--- src/tmrb_cfg.svh ---
// register offsets, field positions and reset values of the timer register block
// assumes byte-wide register bus, offsets are byte addresses
`ifndef TMRB_CFG_SVH
`define TMRB_CFG_SVH
`define TMRB_ADDR_W 4
`define TMRB_OFS_CTRL 4'h1
`define TMRB_OFS_EVCTRL 4'h4
`define TMRB_OFS_INTERRUPT_CONTROL 4'h5
`define TMRB_OFS_INTERRUPT_FLAGS 4'h6
`define TMRB_OFS_RUNSTATE 4'h7
`define TMRB_OFS_DEBUG_CONTROL 4'h8
`define TMRB_OFS_STAGING 4'h9
`define TMRB_OFS_COUNTER_LOW_BYTE 4'ha
`define TMRB_OFS_COUNTER_HIGH_BYTE 4'hb
`define TMRB_OFS_CMPL 4'hc
`define TMRB_OFS_CMPH 4'hd
`define TMRB_BIT_CAPTURE_FLAG 0
`define TMRB_BIT_RUN 0
`define TMRB_BIT_DBGCONT 0
`define TMRB_BIT_EDGE 4
`define TMRB_BIT_CAPTEI 0
`define TMRB_BIT_ENABLE 0
`define TMRB_RST_BYTE 8'h00
`define TMRB_RST_WORD 16'h0000
`endif

--- src/tmrb_pkg.sv ---
// types shared by the timer register block
// assumes tmrb_cfg.svh is compiled alongside
package tmrb_pkg;
    typedef enum logic [2:0] {
        TMRB_PERIODIC = 3'h0,
        TMRB_TIMEOUT = 3'h1,
        TMRB_CAPEVT = 3'h2,
        TMRB_FREQ = 3'h3,
        TMRB_PW = 3'h4,
        TMRB_FRQPW = 3'h5,
        TMRB_SINGLE = 3'h6,
        TMRB_PWM8 = 3'h7
    } tmrb_mode_t;

    typedef struct packed {
        logic wrEn;
        logic rdEn;
        logic [3:0] addr;
        logic [7:0] wdata;
    } tmrb_bus_t;

    typedef struct packed {
        logic run;
        logic clearCount;
        logic capture;
        logic setFlag;
    } tmrb_evact_t;
endpackage

--- src/tmrb_edge.sv ---
// event edge detector: one-cycle pulses on rising and falling input
// assumes the event input is synchronous to mclk
`timescale 1ns/100ps
module tmrb_edge (
    input wire logic mclk,
    input wire logic rst_n,
    input wire logic enable,
    input wire logic evIn,
    output logic rise,
    output logic fall
);
    logic prev_q;
    always_ff @(posedge mclk) begin
        if (!rst_n) begin
            prev_q <= 1'b0;
        end else if (enable) begin
            prev_q <= evIn;
        end
    end
    assign rise = enable & evIn & ~prev_q;
    assign fall = enable & ~evIn & prev_q;
endmodule

--- src/tmrb_mode.sv ---
// per-mode event decoding: maps active and opposite edges to counter actions
// assumes edges already qualified by capture enable and debug halt
`timescale 1ns/100ps
module tmrb_mode (
    input tmrb_pkg::tmrb_mode_t mode,
    input wire logic actEdge,
    input wire logic othEdge,
    input wire logic running,
    input wire logic secondPhase,
    output tmrb_pkg::tmrb_evact_t act
);
    always_comb begin
        act = '0;
        act.run = running;
        case (mode)
            tmrb_pkg::TMRB_TIMEOUT: begin
                if (actEdge) begin
                    act.run = 1'b1;
                end else if (othEdge) begin
                    act.run = 1'b0;
                end
            end
            tmrb_pkg::TMRB_CAPEVT: begin
                act.capture = actEdge;
                act.setFlag = actEdge;
            end
            tmrb_pkg::TMRB_FREQ: begin
                act.capture = actEdge;
                act.clearCount = actEdge;
                act.setFlag = actEdge;
            end
            tmrb_pkg::TMRB_PW: begin
                act.clearCount = actEdge;
                act.capture = othEdge;
                act.setFlag = othEdge;
            end
            tmrb_pkg::TMRB_FRQPW: begin
                // first edge restarts, second active edge stops the count
                if (actEdge && !secondPhase) begin
                    act.clearCount = 1'b1;
                    act.run = 1'b1;
                end else if (actEdge) begin
                    act.run = 1'b0;
                    act.setFlag = 1'b1;
                end
                act.capture = othEdge & secondPhase;
            end
            tmrb_pkg::TMRB_SINGLE: begin
                if (actEdge && !running) begin
                    act.run = 1'b1;
                    act.clearCount = 1'b1;
                end
            end
            default: begin
                act = act;
            end
        endcase
    end
endmodule

--- src/tmrb_regs.sv ---
// timer register block: flag, run state, debug control, staging byte,
// counter and capture/compare with per-mode behaviour
// assumes a byte-wide register port synchronous to mclk, one access per cycle
`timescale 1ns/100ps
`include "tmrb_cfg.svh"

module tmrb_regs #(
    parameter int CNT_W = 16
) (
    input wire logic mclk,
    input wire logic rst_n,
    input tmrb_pkg::tmrb_bus_t bus,
    output logic [7:0] rdata,
    input wire logic debugBreak,
    input wire logic evIn,
    output logic irq
);
    initial begin
        if (CNT_W != 16) begin
            $error("tmrb_regs supports only a 16-bit counter");
        end
    end

    // ==========================================================
    // state
    typedef struct packed {
        logic enable;
        tmrb_pkg::tmrb_mode_t mode;
        logic edgeSel;
        logic captEn;
        logic intEn;
        logic flag;
        logic running;
        logic secondPhase;
        logic dbgCont;
        logic [7:0] staging;
        logic [15:0] count;
        logic [15:0] capture_compare_value;
        logic [7:0] rdata;
    } tmrb_state_t;

    tmrb_state_t s_q, s_d;

    logic active;
    logic rise, fall, actEdge, othEdge;
    tmrb_pkg::tmrb_evact_t act;
    logic topHit;
    logic wr, rd;
    logic [3:0] a;

    assign wr = bus.wrEn;
    assign rd = bus.rdEn;
    assign a = bus.addr;
    // halted in break unless continue is set; events ignored too
    assign active = s_q.enable & (~debugBreak | s_q.dbgCont);

    tmrb_edge u_edge (
        .mclk(mclk),
        .rst_n(rst_n),
        .enable(active & s_q.captEn),
        .evIn(evIn),
        .rise(rise),
        .fall(fall)
    );

    assign actEdge = s_q.edgeSel ? fall : rise;
    assign othEdge = s_q.edgeSel ? rise : fall;

    tmrb_mode u_mode (
        .mode(s_q.mode),
        .actEdge(actEdge),
        .othEdge(othEdge),
        .running(s_q.running),
        .secondPhase(s_q.secondPhase),
        .act(act)
    );

    // ==========================================================
    // TOP / compare match
    always_comb begin
        topHit = 1'b0;
        case (s_q.mode)
            tmrb_pkg::TMRB_PERIODIC, tmrb_pkg::TMRB_TIMEOUT, tmrb_pkg::TMRB_SINGLE: begin
                topHit = active & s_q.running & (s_q.count == s_q.capture_compare_value);
            end
            tmrb_pkg::TMRB_PWM8: begin
                // low byte is the period, high byte the compare point
                topHit = active & s_q.running & (s_q.count[7:0] == s_q.capture_compare_value[15:8]);
            end
            default: begin
                topHit = 1'b0;
            end
        endcase
    end

    // ==========================================================
    // next state
    always_comb begin
        s_d = s_q;
        s_d.rdata = `TMRB_RST_BYTE;

        // counter and run state
        if (active) begin
            s_d.running = act.run;
            if (s_q.mode == tmrb_pkg::TMRB_PERIODIC || s_q.mode == tmrb_pkg::TMRB_PWM8) begin
                s_d.running = 1'b1;
            end
            if (s_q.mode == tmrb_pkg::TMRB_FRQPW && actEdge) begin
                s_d.secondPhase = ~s_q.secondPhase;
            end
            if (act.capture) begin
                s_d.capture_compare_value = s_q.count;
            end
            if (act.clearCount) begin
                s_d.count = `TMRB_RST_WORD;
            end else if (topHit) begin
                if (s_q.mode == tmrb_pkg::TMRB_PWM8) begin
                    // flag point only; the period wrap stays on the low byte
                    s_d.count = (s_q.count[7:0] == s_q.capture_compare_value[7:0]) ? 16'h0000 : s_q.count + 16'h0001;
                end else begin
                    s_d.count = `TMRB_RST_WORD;
                end
                if (s_q.mode == tmrb_pkg::TMRB_SINGLE || s_q.mode == tmrb_pkg::TMRB_TIMEOUT) begin
                    s_d.running = 1'b0;
                end
            end else if (s_q.mode == tmrb_pkg::TMRB_PWM8 && s_q.running
                         && s_q.count[7:0] == s_q.capture_compare_value[7:0]) begin
                s_d.count = 16'h0000;
            end else if (s_q.running) begin
                s_d.count = s_q.count + 16'h0001;
            end
        end
        if (!s_q.enable) begin
            s_d.running = 1'b0;
            s_d.secondPhase = 1'b0;
        end

        // flag: software clear first so a same-cycle set wins
        if (wr && a == `TMRB_OFS_INTERRUPT_FLAGS && bus.wdata[`TMRB_BIT_CAPTURE_FLAG]) begin
            s_d.flag = 1'b0;
        end
        if (rd && a == `TMRB_OFS_CMPL && s_q.mode inside {tmrb_pkg::TMRB_CAPEVT, tmrb_pkg::TMRB_FREQ,
                                                         tmrb_pkg::TMRB_PW, tmrb_pkg::TMRB_FRQPW}) begin
            s_d.flag = 1'b0;
        end
        if (act.setFlag || topHit) begin
            s_d.flag = 1'b1;
        end

        // register writes; external counter write overrides the update above
        if (wr) begin
            if (a == `TMRB_OFS_CTRL) begin
                s_d.enable = bus.wdata[`TMRB_BIT_ENABLE];
                s_d.mode = tmrb_pkg::tmrb_mode_t'(bus.wdata[6:4]);
            end else if (a == `TMRB_OFS_EVCTRL) begin
                s_d.edgeSel = bus.wdata[`TMRB_BIT_EDGE];
                s_d.captEn = bus.wdata[`TMRB_BIT_CAPTEI];
            end else if (a == `TMRB_OFS_INTERRUPT_CONTROL) begin
                s_d.intEn = bus.wdata[`TMRB_BIT_CAPTURE_FLAG];
            end else if (a == `TMRB_OFS_DEBUG_CONTROL) begin
                s_d.dbgCont = bus.wdata[`TMRB_BIT_DBGCONT];
            end else if (a == `TMRB_OFS_STAGING) begin
                s_d.staging = bus.wdata;
            end else if (a == `TMRB_OFS_COUNTER_LOW_BYTE) begin
                s_d.staging = bus.wdata;
            end else if (a == `TMRB_OFS_COUNTER_HIGH_BYTE) begin
                s_d.count = {bus.wdata, s_q.staging};
            end else if (a == `TMRB_OFS_CMPL) begin
                if (s_q.mode == tmrb_pkg::TMRB_PWM8) begin
                    s_d.capture_compare_value[7:0] = bus.wdata;
                end else begin
                    s_d.staging = bus.wdata;
                end
            end else if (a == `TMRB_OFS_CMPH) begin
                if (s_q.mode == tmrb_pkg::TMRB_PWM8) begin
                    s_d.capture_compare_value[15:8] = bus.wdata;
                end else begin
                    s_d.capture_compare_value = {bus.wdata, s_q.staging};
                end
            end
        end

        // reads: low byte read latches high byte into staging, except the compare low byte in 8-bit pwm
        if (rd) begin
            if (a == `TMRB_OFS_CTRL) begin
                s_d.rdata = {1'b0, s_q.mode, 3'h0, s_q.enable};
            end else if (a == `TMRB_OFS_EVCTRL) begin
                s_d.rdata = {3'h0, s_q.edgeSel, 3'h0, s_q.captEn};
            end else if (a == `TMRB_OFS_INTERRUPT_CONTROL) begin
                s_d.rdata = {7'h00, s_q.intEn};
            end else if (a == `TMRB_OFS_INTERRUPT_FLAGS) begin
                s_d.rdata = {7'h00, s_q.flag};
            end else if (a == `TMRB_OFS_RUNSTATE) begin
                s_d.rdata = {7'h00, s_q.running};
            end else if (a == `TMRB_OFS_DEBUG_CONTROL) begin
                s_d.rdata = {7'h00, s_q.dbgCont};
            end else if (a == `TMRB_OFS_STAGING) begin
                s_d.rdata = s_q.staging;
            end else if (a == `TMRB_OFS_COUNTER_LOW_BYTE) begin
                s_d.rdata = s_q.count[7:0];
                if (!wr) begin
                    s_d.staging = s_q.count[15:8];
                end
            end else if (a == `TMRB_OFS_COUNTER_HIGH_BYTE) begin
                s_d.rdata = s_q.staging;
            end else if (a == `TMRB_OFS_CMPL) begin
                s_d.rdata = s_q.capture_compare_value[7:0];
                if (!wr && s_q.mode != tmrb_pkg::TMRB_PWM8) begin
                    s_d.staging = s_q.capture_compare_value[15:8];
                end
            end else if (a == `TMRB_OFS_CMPH) begin
                s_d.rdata = (s_q.mode == tmrb_pkg::TMRB_PWM8) ? s_q.capture_compare_value[15:8] : s_q.staging;
            end
        end
    end

    always_ff @(posedge mclk) begin
        if (!rst_n) begin
            s_q <= '0;
        end else begin
            s_q <= s_d;
        end
    end

    assign rdata = s_q.rdata;
    assign irq = s_q.flag & s_q.intEn;

    // ==========================================================
    // checks
    property p_top_flag;
        @(posedge mclk) disable iff (!rst_n)
        (topHit && !(wr && a == `TMRB_OFS_COUNTER_HIGH_BYTE)) |=> s_q.flag;
    endproperty
    a_top_flag: assert property (p_top_flag) else $error("flag not set at top");

    property p_capture_value;
        @(posedge mclk) disable iff (!rst_n)
        (act.capture && active && !(wr && (a == `TMRB_OFS_CMPH || a == `TMRB_OFS_CMPL)))
            |=> s_q.capture_compare_value == $past(s_q.count);
    endproperty
    a_capture_value: assert property (p_capture_value) else $error("capture value wrong");

    property p_freq_clear;
        @(posedge mclk) disable iff (!rst_n)
        (active && s_q.mode == tmrb_pkg::TMRB_FREQ && actEdge && !(wr && a == `TMRB_OFS_COUNTER_HIGH_BYTE))
            |=> s_q.count == 16'h0000 && s_q.flag;
    endproperty
    a_freq_clear: assert property (p_freq_clear) else $error("frequency edge not handled");

    property p_pw_capture;
        @(posedge mclk) disable iff (!rst_n)
        (active && s_q.mode == tmrb_pkg::TMRB_PW && othEdge) |=> s_q.flag;
    endproperty
    a_pw_capture: assert property (p_pw_capture) else $error("pulse width flag missing");

    property p_frqpw_stop;
        @(posedge mclk) disable iff (!rst_n)
        (active && s_q.mode == tmrb_pkg::TMRB_FRQPW && actEdge && s_q.secondPhase && !wr)
            |=> !s_q.running && s_q.flag;
    endproperty
    a_frqpw_stop: assert property (p_frqpw_stop) else $error("combined mode did not stop");

    property p_flag_clear;
        @(posedge mclk) disable iff (!rst_n)
        (wr && a == `TMRB_OFS_INTERRUPT_FLAGS && bus.wdata[0] && !act.setFlag && !topHit) |=> !s_q.flag;
    endproperty
    a_flag_clear: assert property (p_flag_clear) else $error("flag not cleared");

    property p_halt;
        @(posedge mclk) disable iff (!rst_n)
        (debugBreak && !s_q.dbgCont && !wr) |=> s_q.count == $past(s_q.count);
    endproperty
    a_halt: assert property (p_halt) else $error("counter moved in debug halt");

    property p_cnt_write;
        @(posedge mclk) disable iff (!rst_n)
        (wr && a == `TMRB_OFS_COUNTER_HIGH_BYTE) |=> s_q.count == {$past(bus.wdata), $past(s_q.staging)};
    endproperty
    a_cnt_write: assert property (p_cnt_write) else $error("counter write lost");

    property p_irq;
        @(posedge mclk) disable iff (!rst_n)
        irq == (s_q.flag && s_q.intEn);
    endproperty
    a_irq: assert property (p_irq) else $error("interrupt level wrong");
endmodule

--- config.mk ---
export PLATFORM = sky130hd
export DESIGN_NAME = tmrb_regs
export DESIGN_NICKNAME = d
export VERILOG_FILES = /design/src/tmrb_pkg.sv /design/src/tmrb_edge.sv /design/src/tmrb_mode.sv /design/src/tmrb_regs.sv
export VERILOG_INCLUDE_DIRS = /design/src
export SDC_FILE = /design/constraint.sdc
export NUM_CORES = 1
export LEC_CHECK = 0
export CAP_MARGIN = 20
export CORE_ASPECT_RATIO = 2
export CORE_UTILIZATION = 30
export DETAILED_ROUTE_END_ITERATION = 10
export DONT_BUFFER_PORTS = 1
export PLACE_DENSITY_LB_ADDON = 0.12
export SYNTH_ARGS = -nofsm -noshare
export SYNTH_HDL_FRONTEND = slang
export SYNTH_SLANG_ARGS = --single-unit
--- constraint.sdc ---
create_clock -name mclk -period 2.42 [get_ports mclk]
set_clock_uncertainty 0.1 [all_clocks]
set_input_delay 0.363 -clock mclk [delete_from_list [all_inputs] [get_ports mclk]]
set_output_delay 0.363 -clock mclk [all_outputs]
set_load 0.05 [all_outputs]
==> flow_summary.toml, run 1 <==
[finish]
final_cell_area_um2 = 5135
nets = 621
layout-drive-gt1-share_pct = 14.66
area_growth_pct = 15.87
nFillCells = 1609
diodes = 0

[worst_hold_path]
min_to = "s_q[13]$_SDFF_PN0_"
hp-class = "in -> reg"
hold_depth = 1
hp-start = "rst_n"

[clocking]
cts_tree = "yes"
h-tree-depth = 3
clk_latency_ns = 0.34
post_cts_resized = 0
clock_sinks = 60
cts_made_buffers = 9
ctsHoldBuffers = 0
cts_buffer_depth = 2
clkTransAtPathRegs_ns = 0.06
postCtsSetupBuffers = 0
clock-root-buffer = "clkbuf_16"

[critical_path]
slowest_stage = "dfxtp_1"
reg2reg_depth = 6
crit_required_ns = 2.58
path_buf_inv = 1
crit_type = "reg -> reg"
crit_family = "simple AND/OR/NAND/NOR gates"
crit_fanout = 7
worst_r2r_endpoint = "s_q[25]$_SDFF_PN0_"
crit_chain = "buf_4 -> xnor2_1 -> nand4_1 -> or3_1 -> or4_1 -> a31oi_1"
slowest_delay_ns = 0.55
r2r_start = "s_q[24]$_SDFF_PN0_"
startpoint_type = "flip-flop"
crit_arrival_ns = 2.44
regToRegSetupSlack_ns = 0.14
end_kind = "flip-flop"

[yosys]
synth_commonest_cells = "nand2_1 (71), dfxtp_1 (60), a21oi_1 (38), clkbuf_1 (38), o21ai_0 (37)"
synth_area_per_cell_um2 = 7.511
synth_edf_count = 0
seq_area_frac_synth_pct = 27.10
syn_area_um2 = 4432
async_reset_ff_share_pct = 0
yosysTopAreaCellShare_pct = 27.10
synth_top_area_cell = "dfxtp_1"
ys_top_cells_by_area = "dfxtp_1 (27%), mux2i_1 (7.5%), nand2_1 (6.0%)"
ys.flop_type = "dfxtp_1"
synth_most_common_cell = "nand2_1"
syn_nets = 609
ys_ff_latch = 60
syn_inst = 590
ys.warnings.count = 0
synth.distinct_cells = 62

[power_and_ir_drop]
finalPower_uw = 2502
p_leak_uw = 0.001790
p_per_area_nw_per_um2 = 487.2
peakVddDrop_uv = 254.7

[timing]
finalMaxSlewViolations = 0
post-route-min-period_ns = 2.276
setup_slack_ns = 0.1435
final_hold_viol_count = 0
fmax_mhz = 439.3
fin_crit_sh_pct = 94.07
final.setup.tns_ns = 0
maxSlewHeadroom_pct = 56.57
holdWs_ns = 0.05051
worst_pin_slew_ns = 0.6475
setup_viol = 0
rsz0062_at_grt = "no"

[detailed_routing]
routed_via_density = 5.798
first_iter_violations = 330
first_pass_iters = 6
post-route-drc-count = 0
antenna_left = 0
routed_wl_mm = 18.51
vias = 4633
drt-wirelength-per-cell_um = 23.16

[grt]
antenna_found_initial = 0
grt_pass1_wl_mm = 27.73
grt.overflow.total = 0
grt_max_degree = 54
grt_usage_pct = 25.09
grt_pass1_vias = 4679

[placement]
placed_cell_area_um2 = 4858
pre_cts_ws_ns = 0.1208
hpwlAfterDp_mm = 14.12
numPortBuffers = 0
gp_congestion = 0.9308

[floorplan]
die_h_um = 173.9
top_level_ports = 27
start_util_pct = 30.71
dieWidth_um = 87.95
core_um2 = 14430
rows = 62
fp.dieArea_um2 = 15290

[run]
cap_violations = 0

[outcome]
outcome = "complete, no violations"
## power breakdown
group | leakage [uW] | internal [uW] | switching, uW
clock | 0.000135 | 714 | 499
combinational | 0.00117 | 104 | 149
sequential | 0.000486 | 1010 | 31.0
## cell type report
| cell class | count | area (um^2) | area share [%] |
|---|---|---|---|
| Clock inverter | 5 | 27.53 | 0.5361 |
| Clock buffer | 11 | 242.7 | 4.727 |
| Sequential cell | 60 | 1205 | 23.47 |
| Multi-Input combinational cell | 458 | 2915 | 56.77 |
| Tap cell | 192 | 240.2 | 4.678 |
| Timing Repair Buffer | 58 | 447.9 | 8.723 |
| Inverter | 15 | 56.30 | 1.096 |
## layout by cell type (no fill, tap or decap), types with 6 or more instances in the layout
cell type  Yosys  routed
o22ai_1       11      11
a22oi_1       17      17
clkbuf_16      0       9
o211a_1        8       8
o22a_1         9       9
o21ai_0       37      37
nor2_1        30      29
nor3_1         9       9
inv_1         12      12
and2_1         8       8
nand2_1       71      71
or3_1          7       7
a21oi_1       38      38
nor2b_1       17      17
buf_4         10      57
a211oi_1       6       6
mux2i_1       33      33
a31oi_1       10      10
xnor2_1       27      27
dfxtp_1       60      57
nand4_1       12      12
o21a_1         7       7
nand3_1       21      21
## cells by family after synthesis
kind of cell / share of synthesized area, %
flip-flops: 27.10
AND/OR/NAND/NOR: 22.59
AO/OA/AOI/OAI: 29.48
multiplexers: 7.453
adder cells (fa/ha/maj): 0.2823
XOR/XNOR: 5.929
buffers and inverters: 7.171
## metal layers
layer	global-route usage [%]	share of wire, %
met4	17.08	7.0
met2	45.19	53
met1	25.35	35
met5	0	0
met3	4.048	4.3
## worst max-delay path by stage
stage | startpoint | endpoint | slack, ns | depth (start not counted)
floorplan | s_q[50]$_SDFFE_PN0N_ | s_q[25]$_SDFF_PN0_ | 0.28 | 6
global placement | s_q[25]$_SDFF_PN0_ | s_q[39]$_SDFF_PN0_ | 0.11 | 6
detailed placement | s_q[26]$_SDFF_PN0_ | s_q[50]$_SDFFE_PN0N_ | 0.12 | 7
CTS | s_q[26]$_SDFF_PN0_ | s_q[50]$_SDFFE_PN0N_ | 0.09 | 7
global route | s_q[54]$_SDFFE_PN0P_ | s_q[32]$_SDFF_PN0_ | 0.05 | 6
finish | s_q[24]$_SDFF_PN0_ | s_q[25]$_SDFF_PN0_ | 0.14 | 6
## sequential cells by signal (all words and copies together) (netlist names)
| register | flops |
|---|---|
| u_edge.prev_q | 1 |
| rdata | 8 |
| s_q | 51 |
## worst register-to-register path: stages, from the launching register on
cell and delay, ns:
dfxtp_1 0.55, buf_4 0.24, xnor2_1 0.12, nand4_1 0.21
or3_1 0.41, or4_1 0.41, a31oi_1 0.16
## metrics by stage
stage | instances | utilization (%)
global placement | 783 | 33.67
finish | 799 | 35.59
detailed placement | 783 | 33.67
global route | 799 | 35.59
floorplan | 590 | -
CTS | 799 | 35.54
No activity file was read; power rests on OpenSTA's default activity.
==> run 2: changes to the inputs <==
- CORE_UTILIZATION: 30 -> 60
- clock period: 2.42 -> 2.49 ns (I/O delays scaled with it)
==> run 2 against run 1 <==
Effect of this change:
- via count increased by 3.3%
- first-iteration DRC count increased by 58%
- fmax fell by 2.6%
- wire length is 14% lower
- highest routed layer unchanged
- critical path type unchanged
- count of clock-buffer cells in the layout fell by 2
- sequential share of layout area grew 0.86 points
- combinational power is 10% lower
- final cell count decreased by 14%
- register-to-register slack is essentially flat
- global-route usage up 17 points
==> flow_summary.toml, run 2 (same netlist as run 1, synthesis figures left out) <==
[outcome]
outcome = "complete, no violations"

[floorplan]
die_h_um = 123.5
top_level_ports = 27
fp.dieArea_um2 = 7755
rows = 44
dieWidth_um = 62.77
start_util_pct = 61.45
core_um2 = 7212

[finish]
largest_reg_flops = 51
layout-drive-gt1-share_pct = 12.14
layout_common_cells = "nand2_1 (71), dfxtp_1 (60), buf_4 (43)"
nFillCells = 633
final_common_cell = "nand2_1"
area_growth_pct = 11.43
max_flop_register = "s_q"
nets = 607
diodes = 0
fin_util_pct = 68.48

[clocking]
cts_made_buffers = 9
clkTransAtPathRegs_ns = 0.06
cts_tree = "yes"
cts_buffer_depth = 2
clock_sinks = 60
postCtsSetupBuffers = 0
h-tree-depth = 3
ctsHoldBuffers = 0
clock-root-buffer = "clkbuf_16"
clk_latency_ns = 0.34

[run]
cap_violations = 0

[power_and_ir_drop]
cellInternalPower_uw = 1846
switching_power_uw = 666.4
finalPower_uw = 2512
switching_share_pct = 26.53
p_leak_uw = 0.001723
combPwrFrac_pct = 9.0
peakVddDrop_uv = 516.0
pwr-share-seq_pct = 40.2
p_per_area_nw_per_um2 = 508.8
power_frac_clock_pct = 50.8

[critical_path]
startpoint_type = "flip-flop"
reg2reg_depth = 8
crit_fanout = 13
crit_arrival_ns = 2.46
regToRegSetupSlack_ns = 0.15
crit_required_ns = 2.62
r2r_start = "s_q[30]$_SDFF_PN0_"
end_kind = "flip-flop"
crit_type = "reg -> reg"
worst_r2r_endpoint = "s_q[50]$_SDFFE_PN0N_"

[placement]
gp_congestion = 1.011
hpwlAfterDp_mm = 11.94
numPortBuffers = 0

[timing]
fin_crit_sh_pct = 93.84
finalMaxSlewViolations = 0
setup_viol = 0
final_hold_viol_count = 0
worst_pin_slew_ns = 0.5848
post-route-min-period_ns = 2.337
final.setup.tns_ns = 0
fmax_mhz = 428.0
maxSlewHeadroom_pct = 60.78
rsz0062_at_grt = "no"

[grt]
grt_pass1_vias = 4584
grt_max_degree = 54
grt_pass1_wl_mm = 24.21
grt.overflow.total = 0
grt_usage_pct = 42.53
antenna_found_initial = 0

[worst_hold_path]
hold_depth = 1
hp-start = "rst_n"
min_to = "s_q[14]$_SDFF_PN0_"
hp-class = "in -> reg"

[detailed_routing]
first_iter_violations = 522
routed_via_density = 6.984
vias = 4784
post-route-drc-count = 0
first_pass_iters = 5
drt-wirelength-per-cell_um = 23.36
routed_wl_mm = 16.01
antenna_left = 0
run 2: per-stage QoR:
stage | hold WS, ns | setup WS, ns | area, um^2 | std cells
floorplan | 0.4010 | 0.3509 | 4432 | 590
global placement | 0.4057 | 0.2751 | 4628 | 669
detailed placement | 0.4063 | 0.2300 | 4628 | 669
CTS | 0.05764 | 0.1991 | 4930 | 685
global route | 0.06483 | 0.07430 | 4938 | 685
finish | 0.07292 | 0.1535 | 4938 | 685
run 2: final cells by class:
class,instances,area [um^2],share of cell area [%]
inverter,15,56.30,1.140
clock buffer,9,225.2,4.560
timing repair buffer,44,342.8,6.942
tap,92,115.1,2.331
sequential,60,1201,24.32
multi-input combinational,458,2922,59.16
clock inverter,7,76.32,1.545
run 2: critical path, stage by stage (launching register included):
cell	delay [ns]
dfxtp_1	0.47
buf_4	0.20
xnor2_1	0.12
nand4_1	0.14
nor2_1	0.31
buf_4	0.26
a31oi_1	0.15
o31ai_1	0.28
o21ba_2	0.19
run 2: timing repair:
| item | 4_1_cts | 5_1_grt |
|---|---|---|
| endpoints found under the setup margin | 0 | 1 |
| hold endpoints to repair | 0 | 0 |
| resized for setup | 0 | 1 |
run 2: power by group through the flow:
| stage | combinational (uW) | clock (uW) | sequential (uW) |
|---|---|---|---|
| 2_1_floorplan | 185 | 0 | 1010 |
| 3_3_place_gp | 218 | 0 | 1030 |
| 3_5_place_dp | 220 | 0 | 1030 |
| 4_1_cts | 221 | 1280 | 1010 |
| 5_1_grt | 244 | 1320 | 1010 |
| 6_report | 226 | 1280 | 1010 |
run 2: routing by layer:
layer	up-vias	wire length, um	global-route usage, %
li1	2158	-	-
met1	2185	5190	41.51
met2	323	7853	75.07
met3	118	1319	9.133
met4	0	1642	37.06
met5	-	0	0
run 2: how the worst max path moves through the flow:
stage | start | endpoint | slack, ns
finish | s_q[30]$_SDFF_PN0_ | s_q[50]$_SDFFE_PN0N_ | 0.15
detailed placement | s_q[58]$_SDFFE_PN0P_ | s_q[25]$_SDFF_PN0_ | 0.23
global route | s_q[30]$_SDFF_PN0_ | s_q[50]$_SDFFE_PN0N_ | 0.07
CTS | s_q[58]$_SDFFE_PN0P_ | s_q[25]$_SDFF_PN0_ | 0.20
floorplan | s_q[50]$_SDFFE_PN0N_ | s_q[25]$_SDFF_PN0_ | 0.35
global placement | s_q[25]$_SDFF_PN0_ | s_q[38]$_SDFF_PN0_ | 0.28
